$ cat config.mk
export PLATFORM = sky130hd
export DESIGN_NAME = trp_user_flat
export DESIGN_NICKNAME = d
export VERILOG_FILES = /design/src/core/trp_pkg.sv /design/src/core/trp_if.sv /design/src/core/trp_user.sv /design/src/flat_wrapper.sv
export VERILOG_INCLUDE_DIRS = /design/src /design/src/core
export SDC_FILE = /design/constraint.sdc
export NUM_CORES = 1
export LEC_CHECK = 0
export ABC_AREA = 0
export BUFFER_PORTS_ARGS = -buffer_cell sky130_fd_sc_hd__clkbuf_2
export CAP_MARGIN = 30
export CORE_UTILIZATION = 45
export DETAILED_ROUTE_END_ITERATION = 16
export GPL_TIMING_DRIVEN = 1
export PLACE_DENSITY = 0.73
export REMOVE_ABC_BUFFERS = 1
export SYNTH_ARGS = -nofsm -noshare
export SYNTH_HDL_FRONTEND = slang
export SYNTH_SLANG_ARGS = --single-unit
$ cat constraint.sdc
create_clock -name clk_in -period 2.82 [get_ports clk_in]
set_clock_uncertainty 0.05 [all_clocks]
set_input_delay 0.141 -clock clk_in [delete_from_list [all_inputs] [get_ports clk_in]]
set_output_delay 0.141 -clock clk_in [all_outputs]
set_load 0.01 [all_outputs]
$ cat src/core/trp_defs.svh
`ifndef TRP_DEFS_SVH
`define TRP_DEFS_SVH
`define TRP_ADDR_W 9
`define TRP_DATA_W 16
`define TRP_TXBUF_W 2
`define TRP_LATENCY 3
`define TRP_MEM_DEPTH 512
`define TRP_RD_DEFAULT 16'h0000
`define TRP_TXBUF_DEFAULT 2'h0
`define TRP_REG_CTRL 32'h0000_0000
`define TRP_REG_WDATA 32'h0000_0004
`define TRP_REG_STATUS 32'h0000_0008
`define TRP_REG_RDATA 32'h0000_000c
`define TRP_CTRL_GO_BIT 31
`define TRP_CTRL_WE_BIT 16
`define TRP_STAT_BUSY_BIT 0
`define TRP_STAT_DONE_BIT 1
`define TRP_STAT_RXPMA_BIT 2
`define TRP_STAT_TXBUF_LSB 4
`define TRP_RESP_OKAY 2'h0
`define TRP_RESP_SLVERR 2'h2
`endif

$ cat src/core/trp_pkg.sv
package trp_pkg;
  typedef enum logic [1:0] {
    TRP_DEV_IDLE = 2'b00,
    TRP_DEV_WAIT = 2'b01,
    TRP_DEV_DONE = 2'b10
  } trp_dev_state_t;
  typedef enum logic [1:0] {
    TRP_USR_IDLE = 2'b00,
    TRP_USR_ISSUE = 2'b01,
    TRP_USR_WAIT = 2'b10
  } trp_usr_state_t;
endpackage

$ cat src/core/trp_if.sv
`timescale 1ns/10ps
`default_nettype none
`include "trp_defs.svh"
interface trp_if;
  logic [`TRP_ADDR_W-1:0] reconfig_address;
  logic reconfig_access_enable;
  logic reconfig_write_enable;
  logic [`TRP_DATA_W-1:0] reconfig_write_data;
  logic [`TRP_DATA_W-1:0] reconfig_read_data;
  logic reconfig_ready;
  logic reconfig_busy;
  logic rx_medium_attach_reset_done;
  logic [`TRP_TXBUF_W-1:0] tx_buffer_condition;
  modport device (
    input reconfig_address, reconfig_access_enable, reconfig_write_enable,
    input reconfig_write_data,
    output reconfig_read_data, reconfig_ready, reconfig_busy,
    output rx_medium_attach_reset_done, tx_buffer_condition
  );
  modport user (
    output reconfig_address, reconfig_access_enable, reconfig_write_enable,
    output reconfig_write_data,
    input reconfig_read_data, reconfig_ready, reconfig_busy,
    input rx_medium_attach_reset_done, tx_buffer_condition
  );
endinterface
`default_nettype wire

$ cat src/core/trp_user.sv
// The implementer's own choices: the register addresses and the AXI4-Lite slave port.
`timescale 1ns/10ps
`default_nettype none
`include "trp_defs.svh"
module trp_user (
  input wire logic clk_in,
  input wire logic arst_n_in,
  input wire logic [31:0] s_axi_awaddr,
  input wire logic s_axi_awvalid,
  output logic s_axi_awready,
  input wire logic [31:0] s_axi_wdata,
  input wire logic [3:0] s_axi_wstrb,
  input wire logic s_axi_wvalid,
  output logic s_axi_wready,
  output logic [1:0] s_axi_bresp,
  output logic s_axi_bvalid,
  input wire logic s_axi_bready,
  input wire logic [31:0] s_axi_araddr,
  input wire logic s_axi_arvalid,
  output logic s_axi_arready,
  output logic [31:0] s_axi_rdata,
  output logic [1:0] s_axi_rresp,
  output logic s_axi_rvalid,
  input wire logic s_axi_rready,
  trp_if.user port_if
);
  trp_pkg::trp_usr_state_t st_reg, st_next;
  logic [31:0] ctrl_reg, ctrl_next;
  logic [31:0] wdata_reg, wdata_next;
  logic [`TRP_DATA_W-1:0] rdata_reg, rdata_next;
  logic done_reg, done_next;
  logic aw_reg, aw_next, w_reg, w_next;
  logic [31:0] awaddr_reg, awaddr_next, wd_reg, wd_next;
  logic bvalid_reg, bvalid_next, rvalid_reg, rvalid_next;
  logic [1:0] bresp_reg, bresp_next, rresp_reg, rresp_next;
  logic [31:0] rdat_reg, rdat_next;
  logic go;

  ////////////////////////////////////////////////////////////////////////
  always_comb
  begin
    aw_next = aw_reg;
    w_next = w_reg;
    awaddr_next = awaddr_reg;
    wd_next = wd_reg;
    bvalid_next = bvalid_reg;
    bresp_next = bresp_reg;
    rvalid_next = rvalid_reg;
    rresp_next = rresp_reg;
    rdat_next = rdat_reg;
    ctrl_next = ctrl_reg;
    wdata_next = wdata_reg;
    go = 1'b0;
    if (s_axi_awvalid && s_axi_awready)
    begin
      aw_next = 1'b1;
      awaddr_next = s_axi_awaddr;
    end
    if (s_axi_wvalid && s_axi_wready)
    begin
      w_next = 1'b1;
      wd_next = s_axi_wdata;
    end
    if (aw_reg && w_reg && !bvalid_reg)
    begin
      aw_next = 1'b0;
      w_next = 1'b0;
      bvalid_next = 1'b1;
      bresp_next = `TRP_RESP_OKAY;
      unique case ({24'h000000, awaddr_reg[7:0]})
        `TRP_REG_CTRL:
        begin
          ctrl_next = wd_reg;
          go = wd_reg[`TRP_CTRL_GO_BIT] && (st_reg == trp_pkg::TRP_USR_IDLE);
        end
        `TRP_REG_WDATA: wdata_next = wd_reg;
        `TRP_REG_STATUS, `TRP_REG_RDATA: ;
        default: bresp_next = `TRP_RESP_SLVERR;
      endcase
    end
    if (bvalid_reg && s_axi_bready)
    begin
      bvalid_next = 1'b0;
    end
    if (s_axi_arvalid && s_axi_arready)
    begin
      rvalid_next = 1'b1;
      rresp_next = `TRP_RESP_OKAY;
      rdat_next = '0;
      unique case ({24'h000000, s_axi_araddr[7:0]})
        `TRP_REG_CTRL: rdat_next = ctrl_reg;
        `TRP_REG_WDATA: rdat_next = wdata_reg;
        `TRP_REG_STATUS:
        begin
          rdat_next[`TRP_STAT_BUSY_BIT] = (st_reg != trp_pkg::TRP_USR_IDLE) || port_if.reconfig_busy;
          rdat_next[`TRP_STAT_DONE_BIT] = done_reg;
          rdat_next[`TRP_STAT_RXPMA_BIT] = port_if.rx_medium_attach_reset_done;
          rdat_next[`TRP_STAT_TXBUF_LSB +: `TRP_TXBUF_W] = port_if.tx_buffer_condition;
        end
        `TRP_REG_RDATA: rdat_next = {16'h0000, rdata_reg};
        default: rresp_next = `TRP_RESP_SLVERR;
      endcase
    end
    else if (rvalid_reg && s_axi_rready)
    begin
      rvalid_next = 1'b0;
    end
  end

  assign s_axi_awready = !aw_reg && !bvalid_reg;
  assign s_axi_wready = !w_reg && !bvalid_reg;
  assign s_axi_arready = !rvalid_reg;
  assign s_axi_bvalid = bvalid_reg;
  assign s_axi_bresp = bresp_reg;
  assign s_axi_rvalid = rvalid_reg;
  assign s_axi_rresp = rresp_reg;
  assign s_axi_rdata = rdat_reg;

  ////////////////////////////////////////////////////////////////////////
  // access sequencer: busy gates the launch so no access is posted early
  always_comb
  begin
    st_next = st_reg;
    rdata_next = rdata_reg;
    done_next = done_reg;
    if (go)
    begin
      done_next = 1'b0;
    end
    unique case (st_reg)
      trp_pkg::TRP_USR_IDLE:
      begin
        if (go)
        begin
          st_next = trp_pkg::TRP_USR_ISSUE;
        end
      end
      trp_pkg::TRP_USR_ISSUE:
      begin
        if (!port_if.reconfig_busy)
        begin
          st_next = trp_pkg::TRP_USR_WAIT;
        end
      end
      trp_pkg::TRP_USR_WAIT:
      begin
        if (port_if.reconfig_ready)
        begin
          if (!ctrl_reg[`TRP_CTRL_WE_BIT])
          begin
            rdata_next = port_if.reconfig_read_data;
          end
          done_next = 1'b1;
          st_next = trp_pkg::TRP_USR_IDLE;
        end
      end
      default:
      begin
        st_next = trp_pkg::TRP_USR_IDLE;
      end
    endcase
  end

  // enable is high for exactly one cycle: the issue cycle in which busy is low
  assign port_if.reconfig_access_enable = (st_reg == trp_pkg::TRP_USR_ISSUE)
    && !port_if.reconfig_busy;
  assign port_if.reconfig_address = ctrl_reg[`TRP_ADDR_W-1:0];
  assign port_if.reconfig_write_enable = ctrl_reg[`TRP_CTRL_WE_BIT];
  assign port_if.reconfig_write_data = wdata_reg[`TRP_DATA_W-1:0];

  always_ff @(posedge clk_in or negedge arst_n_in)
  begin
    if (!arst_n_in)
    begin
      st_reg <= trp_pkg::TRP_USR_IDLE;
      ctrl_reg <= '0;
      wdata_reg <= '0;
      rdata_reg <= '0;
      done_reg <= 1'b0;
      aw_reg <= 1'b0;
      w_reg <= 1'b0;
      awaddr_reg <= '0;
      wd_reg <= '0;
      bvalid_reg <= 1'b0;
      bresp_reg <= 2'h0;
      rvalid_reg <= 1'b0;
      rresp_reg <= 2'h0;
      rdat_reg <= '0;
    end
    else
    begin
      st_reg <= st_next;
      ctrl_reg <= ctrl_next;
      wdata_reg <= wdata_next;
      rdata_reg <= rdata_next;
      done_reg <= done_next;
      aw_reg <= aw_next;
      w_reg <= w_next;
      awaddr_reg <= awaddr_next;
      wd_reg <= wd_next;
      bvalid_reg <= bvalid_next;
      bresp_reg <= bresp_next;
      rvalid_reg <= rvalid_next;
      rresp_reg <= rresp_next;
      rdat_reg <= rdat_next;
    end
  end
endmodule // trp_user
`default_nettype wire

$ cat src/flat_wrapper.sv
// flat-port wrapper written by rule: the top's interface ports become plain ports
module trp_user_flat 
  (clk_in, arst_n_in, s_axi_awaddr, s_axi_awvalid, s_axi_awready, s_axi_wdata, s_axi_wstrb, s_axi_wvalid, s_axi_wready, s_axi_bresp, s_axi_bvalid, s_axi_bready, s_axi_araddr, s_axi_arvalid, s_axi_arready, s_axi_rdata, s_axi_rresp, s_axi_rvalid, s_axi_rready, port_if_reconfig_address, port_if_reconfig_access_enable, port_if_reconfig_write_enable, port_if_reconfig_write_data, port_if_reconfig_read_data, port_if_reconfig_ready, port_if_reconfig_busy, port_if_rx_medium_attach_reset_done, port_if_tx_buffer_condition);
  trp_if port_if_i ();
  input wire logic clk_in;
  input wire logic arst_n_in;
  input wire logic [31:0] s_axi_awaddr;
  input wire logic s_axi_awvalid;
  output logic s_axi_awready;
  input wire logic [31:0] s_axi_wdata;
  input wire logic [3:0] s_axi_wstrb;
  input wire logic s_axi_wvalid;
  output logic s_axi_wready;
  output logic [1:0] s_axi_bresp;
  output logic s_axi_bvalid;
  input wire logic s_axi_bready;
  input wire logic [31:0] s_axi_araddr;
  input wire logic s_axi_arvalid;
  output logic s_axi_arready;
  output logic [31:0] s_axi_rdata;
  output logic [1:0] s_axi_rresp;
  output logic s_axi_rvalid;
  input wire logic s_axi_rready;
  output wire logic [$bits(port_if_i.reconfig_address)-1:0] port_if_reconfig_address;
  output wire logic [$bits(port_if_i.reconfig_access_enable)-1:0] port_if_reconfig_access_enable;
  output wire logic [$bits(port_if_i.reconfig_write_enable)-1:0] port_if_reconfig_write_enable;
  output wire logic [$bits(port_if_i.reconfig_write_data)-1:0] port_if_reconfig_write_data;
  input wire logic [$bits(port_if_i.reconfig_read_data)-1:0] port_if_reconfig_read_data;
  input wire logic [$bits(port_if_i.reconfig_ready)-1:0] port_if_reconfig_ready;
  input wire logic [$bits(port_if_i.reconfig_busy)-1:0] port_if_reconfig_busy;
  input wire logic [$bits(port_if_i.rx_medium_attach_reset_done)-1:0] port_if_rx_medium_attach_reset_done;
  input wire logic [$bits(port_if_i.tx_buffer_condition)-1:0] port_if_tx_buffer_condition;
  assign port_if_reconfig_address = port_if_i.reconfig_address;
  assign port_if_reconfig_access_enable = port_if_i.reconfig_access_enable;
  assign port_if_reconfig_write_enable = port_if_i.reconfig_write_enable;
  assign port_if_reconfig_write_data = port_if_i.reconfig_write_data;
  assign port_if_i.reconfig_read_data = port_if_reconfig_read_data;
  assign port_if_i.reconfig_ready = port_if_reconfig_ready;
  assign port_if_i.reconfig_busy = port_if_reconfig_busy;
  assign port_if_i.rx_medium_attach_reset_done = port_if_rx_medium_attach_reset_done;
  assign port_if_i.tx_buffer_condition = port_if_tx_buffer_condition;
  trp_user u_core (.clk_in(clk_in), .arst_n_in(arst_n_in), .s_axi_awaddr(s_axi_awaddr), .s_axi_awvalid(s_axi_awvalid), .s_axi_awready(s_axi_awready), .s_axi_wdata(s_axi_wdata), .s_axi_wstrb(s_axi_wstrb), .s_axi_wvalid(s_axi_wvalid), .s_axi_wready(s_axi_wready), .s_axi_bresp(s_axi_bresp), .s_axi_bvalid(s_axi_bvalid), .s_axi_bready(s_axi_bready), .s_axi_araddr(s_axi_araddr), .s_axi_arvalid(s_axi_arvalid), .s_axi_arready(s_axi_arready), .s_axi_rdata(s_axi_rdata), .s_axi_rresp(s_axi_rresp), .s_axi_rvalid(s_axi_rvalid), .s_axi_rready(s_axi_rready), .port_if(port_if_i));
endmodule
* Word-level counts from Yosys, hierarchy flattened *
Cells that the tools add are included.
Widths: inputs -> output; s select.

operators by class
  muxes and demuxes = 23
  equal/unequal tests = 11
  bitwise gates (word level) = 1
  reduce and logical (&&, ||, !) cells = 31

operators by type and width
  kind                count
  $pmux 26 s3         1
  $eq 8x4->1 const B  4
  $eq 8x3->1 const B  2
  $logic_not 8->1     2
  $mux 1              13
  $pmux 3 s4          1
  $logic_and 1x1->1   11
  $mux 2              5
  $reduce_bool 2->1   5
  $pmux 2 s4          1
  $reduce_or 4->1     2
  $pmux 2 s3          1
  $reduce_and 3->1    2
  $logic_not 1->1     5
  $ne 2x2->1 const B  2
  $reduce_and 2->1    2
  $pmux 1 s3          1
  $eq 2x1->1 const B  1
  $eq 2x2->1 const B  1
  $logic_not 2->1     1
  $ne 2x1->1 const B  1
  $logic_or 1x1->1    1
  $not 1->1           1

storage, ports and cells
  output and inout port bits = 68
  logic and storage cells = 80
  register bits = 163

* Longest topological paths before layout *
Gate-level depths: netlist of the first run.

  depth in word-level cells = 7
  mapped depth = 6
  depth with buffers taken out = 3

* Worst setup path after synthesis of the first run *
Ideal clock, no wire load.

  path kind = register to register
  start point = reg u_core.bvalid_reg, in the netlist u_core.s_axi_bvalid
  end point = reg u_core.ctrl_reg[10]
  clock period less this slack = 2.094 ns
  data arrival time = 1.919 ns
  cell stages (with the launch flop) = 5
  setup time = 0.125 ns
  data required time = 2.645 ns
  slack = 0.726 ns
  cells stage by stage = dfrtp_1 or4bb_4 nor4_4 buf_6 mux2_4

on the way
  longest elaborated chain between the ends = 3

ends and longest elaborated chain
  element                     line             text
  start: declaration          trp_user.sv:34   logic bvalid_reg, bvalid_next, rvalid_reg, rvalid_next;
  start signal: assignment    trp_user.sv:201  bvalid_reg <= bvalid_next;
  $logic_not 1->1             trp_user.sv:64   if (aw_reg && w_reg && !bvalid_reg)
  $logic_and 1x1->1           trp_user.sv:64
  $reduce_and 2->1 (no line)  n/a
  end signal: assignment      trp_user.sv:193  ctrl_reg <= ctrl_next;
  end: declaration            trp_user.sv:28   logic [31:0] ctrl_reg, ctrl_next;

No other way between the ends.
A chain may end at the register's enable or synchronous reset.

* Worst setup path in the final report of the first run *
  start point = reg u_core.bvalid_reg, in the netlist u_core.s_axi_bvalid
  end point = reg u_core.ctrl_reg[1]

Same word-level chain as after synthesis.

==> impl_metrics.ini, run 1 <==
[floorplanning]
fp.coreArea_sq_um = 14750
boundaryPins = 196
die_area_sq_um = 15890
die_h_um = 126.1
die_w_um = 126.1
row_count = 44
start_util = 0.4696

[clock_tree]
postCtsResizedCells = 0
cts_buffer_depth = 2
numCtsBuffers = 17
root_buffer = clkbuf_16
cts_tree = done
clock_sinks = 161
clk_latency_ps = 420
ctsHtreeMaxLevel = 4
path_clk_slew_ps = 60

[layout]
fin_util = 0.6004
syn_to_final_growth_pct = 27.87
finalInstanceArea_sq_um = 8859
layout_commonest_cell = dfrtp_1
antennaDiodeCount = 0
final_nets = 791
drive_gt1_frac = 0.4660
layout_common_cells = dfrtp_1, clkbuf_2, mux2_2

[critical_path]
crit_path_max_incr_delay_ps = 610
cp.required_ps = 3070
reg2reg_depth = 4
path_buf_inv = 1
crit_fanout = 21
arrival_ps = 2450
critical_path_class = reg2reg
end_kind = flop
critPathSlowestCell = or4bb_4
r2r_start = u_core.s_axi_bvalid
r2r_slack_ps = 610
start_kind = flop
crit_chain = or4bb_4, nor4_4, buf_4, mux2_2
crit-reg2reg-capture = u_core.ctrl_reg[1]
crit_family = simple AND/OR/NAND/NOR gates

[grt]
grt_pass1_wl_um = 25500
track_usage = 0.2089
overflow = 0
grt_max_degree = 81
antenna_found_initial = 0
grt_pass1_vias = 4938

[logic_synthesis]
synth_cell_type_count = 37
ys_warn_count = 0
syn_area_per_cell_sq_um = 14.31
synth-main-ff-cell = dfrtp_1
syn_area_sq_um = 6928
ys_seq_area_frac = 0.5815
synth_edf_count = 0
syn_inst = 484
synth_seq_cells = 161
ys_async_sr_fraction = 1.000

[sta]
min_period_ps = 2207
fmax_mhz = 453.1
rsz0062_at_grt = no
worst_pin_slew_ps = 734.0
setup_violations = 0
report.final.slew_viol_count = 0
relSlewSlack = 0.5107
hold_viol_final = 0
post-route-period-util = 0.7827

[route]
drtIter0Drc = 246
drt-pass1-iter-count = 4
dr_wl_met3_um = 644
via_per_inst = 5.223
vias = 4492
drc = 0
wl_per_cell_um = 18.05
met1Wirelength_um = 6870
postRouteAntennaNets = 0
wirelength_um = 15520
highest_layer = met4
wl_met2_um = 7683

[place]
dp_hpwl_um = 9835
io_buffers = 141
place_area_sq_um = 7695
gp_congestion = 0.7615

[hold_path]
min_from = port_if_reconfig_ready
hold_path.class = in2reg
worstHoldEndpoint = u_core.done_reg
hold_depth = 3

[outcome]
status = complete, no violations

[pwr]
p_leak_uw = 0.004351
ir_drop_mv = 0.7218
power-per-cell-area_nw_per_um2 = 795.2

[flow_run]
drv_cap = 0
## worst max path at each step
stage | start | endpoint | slack (ps) | cells after the start
6_report | u_core.s_axi_bvalid | u_core.ctrl_reg[1] | 610 | 4
5_1_grt | u_core.s_axi_bvalid | u_core.ctrl_reg[1] | 570 | 4
4_1_cts | u_core.s_axi_bvalid | u_core.ctrl_reg[1] | 610 | 4
3_5_place_dp | u_core.s_axi_bvalid | u_core.ctrl_reg[31] | 630 | 4
3_3_place_gp | u_core.s_axi_bvalid | u_core.ctrl_reg[31] | 640 | 4
2_1_floorplan | u_core.s_axi_bvalid | u_core.ctrl_reg[0] | -430 | 3
## final cells by class
class | instances | area, sq um
tap | 184 | 230.2
timing repair buffer | 214 | 1453
fill | 1135 | 5896
sequential | 161 | 4029
clock inverter | 14 | 133.9
inverter | 5 | 18.77
multi-input combinational | 264 | 2555
clock buffer | 18 | 439.2
## power by group
group	internal, uW	switching (uW)	total, uW
Combinational	896	579	1470
Sequential	2920	433	3350
Clock	1250	968	2220
Total	5060	1980	7040
## worst register-to-register path: cells and delay by family (launching register included)
family / cells / cell delay, ps
simple gates: 2 / 780
buf+inv: 1 / 410
mux: 1 / 410
flops: 1 / 450
## synthesized netlist by cell type (all sizes together) (2+ instances only)
library cell / count / area share
nand3b: 2 / 0.0022
nand2: 29 / 0.016
o21ai: 14 / 0.010
buf: 41 / 0.042
a21o: 2 / 0.0022
a2bb2oi: 11 / 0.014
and2: 2 / 0.0018
mux2i: 27 / 0.039
clkbuf: 14 / 0.0076
nor4: 3 / 0.0070
nor2b: 2 / 0.0018
a22o: 5 / 0.0063
nand2b: 2 / 0.0018
o31ai: 16 / 0.017
mux4: 5 / 0.016
nor2: 10 / 0.0054
inv: 5 / 0.0027
a31oi: 2 / 0.0018
mux2: 120 / 0.21
dfrtp: 161 / 0.58
## routing by layer
| metal | GRT usage | vias up |
|---|---|---|
| met5 | 0 | - |
| met3 | 0.04885 | 22 |
| li1 | - | 2054 |
| met2 | 0.3461 | 127 |
| met4 | 0.08009 | 0 |
| met1 | 0.2666 | 2289 |
## timing repair
item                      in CTS  in global routing
hold buffers                  59                  0
buffers inserted               0                  0
hold endpoints to repair     136                  0
## cell families (layout without fill, tap and decap cells)
logic type | Yosys count | after routing | share of synthesized area
AO/OA/AOI/OAI | 52 | 52 | 0.05400
buffers and inverters | 60 | 251 | 0.05274
flip-flops | 161 | 161 | 0.5815
multiplexers | 152 | 152 | 0.2655
other | 1 | 2 | 0.0005413
AND/OR/NAND/NOR | 58 | 58 | 0.04569
## stage by stage
step / total power [uW] / setup TNS (ps) / setup slack (ps) / hold WS [ps] / std cells
3_5_place_dp: 4804 / 0 / 630.1 / 189.5 / 769
2_1_floorplan: 4242 / -11620 / -427.4 / -204.6 / 430
5_1_grt: 7409 / 0 / 571.9 / 52.16 / 860
6_report: 7044 / 0 / 612.8 / 67.99 / 860
4_1_cts: 7093 / 0 / 610.9 / 24.97 / 860
3_3_place_gp: 4677 / 0 / 644.4 / 174.0 / 768
(Power assumes the default switching activity.)
==> inputs of run 2 (changes only) <==
--- a/config.mk
+++ b/config.mk
@@ -6,13 +6,13 @@
 export SDC_FILE = /design/constraint.sdc
 export NUM_CORES = 1
 export LEC_CHECK = 0
-export ABC_AREA = 0
+export ABC_AREA = 1
 export BUFFER_PORTS_ARGS = -buffer_cell sky130_fd_sc_hd__clkbuf_2
 export CAP_MARGIN = 30
 export CORE_UTILIZATION = 45
 export DETAILED_ROUTE_END_ITERATION = 16
 export GPL_TIMING_DRIVEN = 1
-export PLACE_DENSITY = 0.73
+export PLACE_DENSITY = 0.75
 export REMOVE_ABC_BUFFERS = 1
 export SYNTH_ARGS = -nofsm -noshare
 export SYNTH_HDL_FRONTEND = slang
==> constraint.sdc (replaced) <==
create_clock -name clk_in -period 1.8 [get_ports clk_in]
set_clock_uncertainty 0.05 [all_clocks]
set_input_delay 0.09 -clock clk_in [delete_from_list [all_inputs] [get_ports clk_in]]
set_output_delay 0.09 -clock clk_in [all_outputs]
set_load 0.01 [all_outputs]
==> run 2 against run 1 <==
Sequential cell count stayed put. Non-clock buffer count is 17 higher. Core utilization is 0.15 points lower. Register-to-register slack worse by 440 ps. Largest cell class unchanged. Sequential power is 51% higher.
==> impl_metrics.ini, run 2 <==
[sta]
worst_pin_slew_ps = 587.2
rsz0062_at_grt = no
setup_violations = 0
min_period_ps = 1622
hold_viol_final = 0
report.final.slew_viol_count = 0
relSlewSlack = 0.6071
fmax_mhz = 616.4
hold_slack_ps = 79.64
setup_tns_ps = 0
post-route-period-util = 0.9013
worst_slack_ps = 177.6

[logic_synthesis]
ys_async_sr_fraction = 1.000
synth_cell_type_count = 24
synth-main-ff-cell = dfrtp_1
yosysMostFrequentCell = nand2_1
synth_edf_count = 0
synth_top_area_share = 0.5624
synthTopCellsByArea = dfrtp_1, nand2_1, nand3_1
yosys.area.top_type = dfrtp_1
ys_seq_area_frac = 0.5624
synth_seq_cells = 161
ys_warn_count = 0
synthTopCellsByCount = nand2_1, dfrtp_1, nand3_1
syn_area_sq_um = 7163
syn_inst = 802
syn_area_per_cell_sq_um = 8.932

[critical_path]
critical_path_class = reg2reg
r2r_start = u_core.awaddr_reg[1]
start_kind = flop
end_kind = flop
cp.required_ps = 2070
timing.critical_path.from = u_core.awaddr_reg[1]
crit_fanout = 32
arrival_ps = 1900

[layout]
finalInstanceArea_sq_um = 9205
layout_common_cells = nand2_1, dfrtp_1, clkbuf_2
multiInputGateArea_sq_um = 2608
drive_gt1_frac = 0.2523
final_nets = 1110
regArea_sq_um = 4029
syn_to_final_growth_pct = 28.51
layout_commonest_cell = nand2_1
antennaDiodeCount = 0
filler_cell_count = 1340

[floorplanning]
start_util = 0.4660
fp.coreArea_sq_um = 15370
die_h_um = 128.2
die_area_sq_um = 16430
row_count = 45
boundaryPins = 196
die_w_um = 128.2

[place]
io_buffers = 141
gp_congestion = 0.7592
dp_hpwl_um = 10890
dpl_worst_slack_ps = 198.2
place_area_sq_um = 7983

[route]
wl_per_cell_um = 14.71
via_per_inst = 4.951
drtIter0Drc = 381
drt-pass1-iter-count = 5
postRouteAntennaNets = 0
wirelength_um = 17740
vias = 5971
drc = 0

[clock_tree]
postCtsHoldBufs = 64
numCtsBuffers = 17
root_buffer = clkbuf_16
ctsHtreeMaxLevel = 4
postCtsResizedCells = 0
clk_latency_ps = 430
cts_tree = done
cts_setup_buffers = 0
clock_sinks = 161
cts_buffer_depth = 2
path_clk_slew_ps = 70

[grt]
grt_pass1_vias = 5769
grt_max_degree = 45
track_usage = 0.2344
overflow = 0
grt_pass1_wl_um = 29080
antenna_found_initial = 0

[pwr]
ir_drop_mv = 1.110
power-per-cell-area_nw_per_um2 = 1180
p_leak_uw = 0.005040

[flow_run]
drv_cap = 0

[outcome]
status = complete, no violations

[hold_path]
min_from = s_axi_wvalid
hold_path.class = in2reg
[run 2: changes by cell type in the layout (fill, tap and decap cells not counted), sizes merged, moves of 16 or more]
cell | before | now
mux2 | 120 | 39
nand2 | 29 | 316
mux2i | 27 | 0
nand3 | 1 | 129
inv | 8 | 39
o31ai | 16 | 0
[run 2: critical path, cell delays in order, from the launching register on]
cell	delay (ps)
dfrtp_1	380
or2_4	280
nor3_4	260
nand2_4	300
nand2_1	180
nand2_1	60
[run 2: layer usage]
| layer | GRT usage | routed length [um] | vias up |
|---|---|---|---|
| li1 | - | - | 2915 |
| met1 | 0.2983 | 7777 | 2845 |
| met4 | 0.08651 | 329 | 0 |
| met3 | 0.04883 | 907 | 29 |
| met5 | 0 | 0 | - |
| met2 | 0.3948 | 8723 | 182 |
[run 2: per-stage QoR]
step,util,cells,total power (uW)
finish,0.5989,1206,10870
global route,0.5989,1206,11450
CTS,0.5989,1206,10900
detailed placement,0.5193,1110,7227
global placement,0.5193,1110,7123
floorplan,-,732,6328
[run 2: kinds of logic after synthesis]
kind of cell,Yosys count,synth area share
flip-flops,161,0.5624
AO/OA/AOI/OAI,30,0.02096
other,1,0.0005235
multiplexers,39,0.06131
buffers and inverters,101,0.07685
AND/OR/NAND/NOR,470,0.2779
[run 2: worst paths after layout]
path                                                to  slack [ps]  depth (start not counted)
max in group asynchronous       u_core.s_axi_rdata[16]        1020                          3
worst max register to register     u_core.ctrl_reg[14]         180                          5
worst min-delay path                      u_core.w_reg          80                          4
worst max-delay path               u_core.ctrl_reg[14]         180                          5
worst min register to register     u_core.ctrl_reg[30]         420                          2
min in group asynchronous                 u_core.w_reg          90                          2
[run 2: layout make-up]
| type | instances | share of cell area |
|---|---|---|
| clock buffers | 18 | 0.04771 |
| inverters | 30 | 0.01223 |
| flip-flops and latches | 161 | 0.4377 |
| clock inverters | 14 | 0.01550 |
| multi-input cells | 541 | 0.2833 |
| well taps | 211 | 0.02868 |
| repair buffers | 231 | 0.1749 |
[run 2: power breakdown]
part / switching (uW) / internal [uW] / total [uW]
combinational: 1190 / 1040 / 2230
clock: 1570 / 1980 / 3560
sequential: 593 / 4480 / 5070
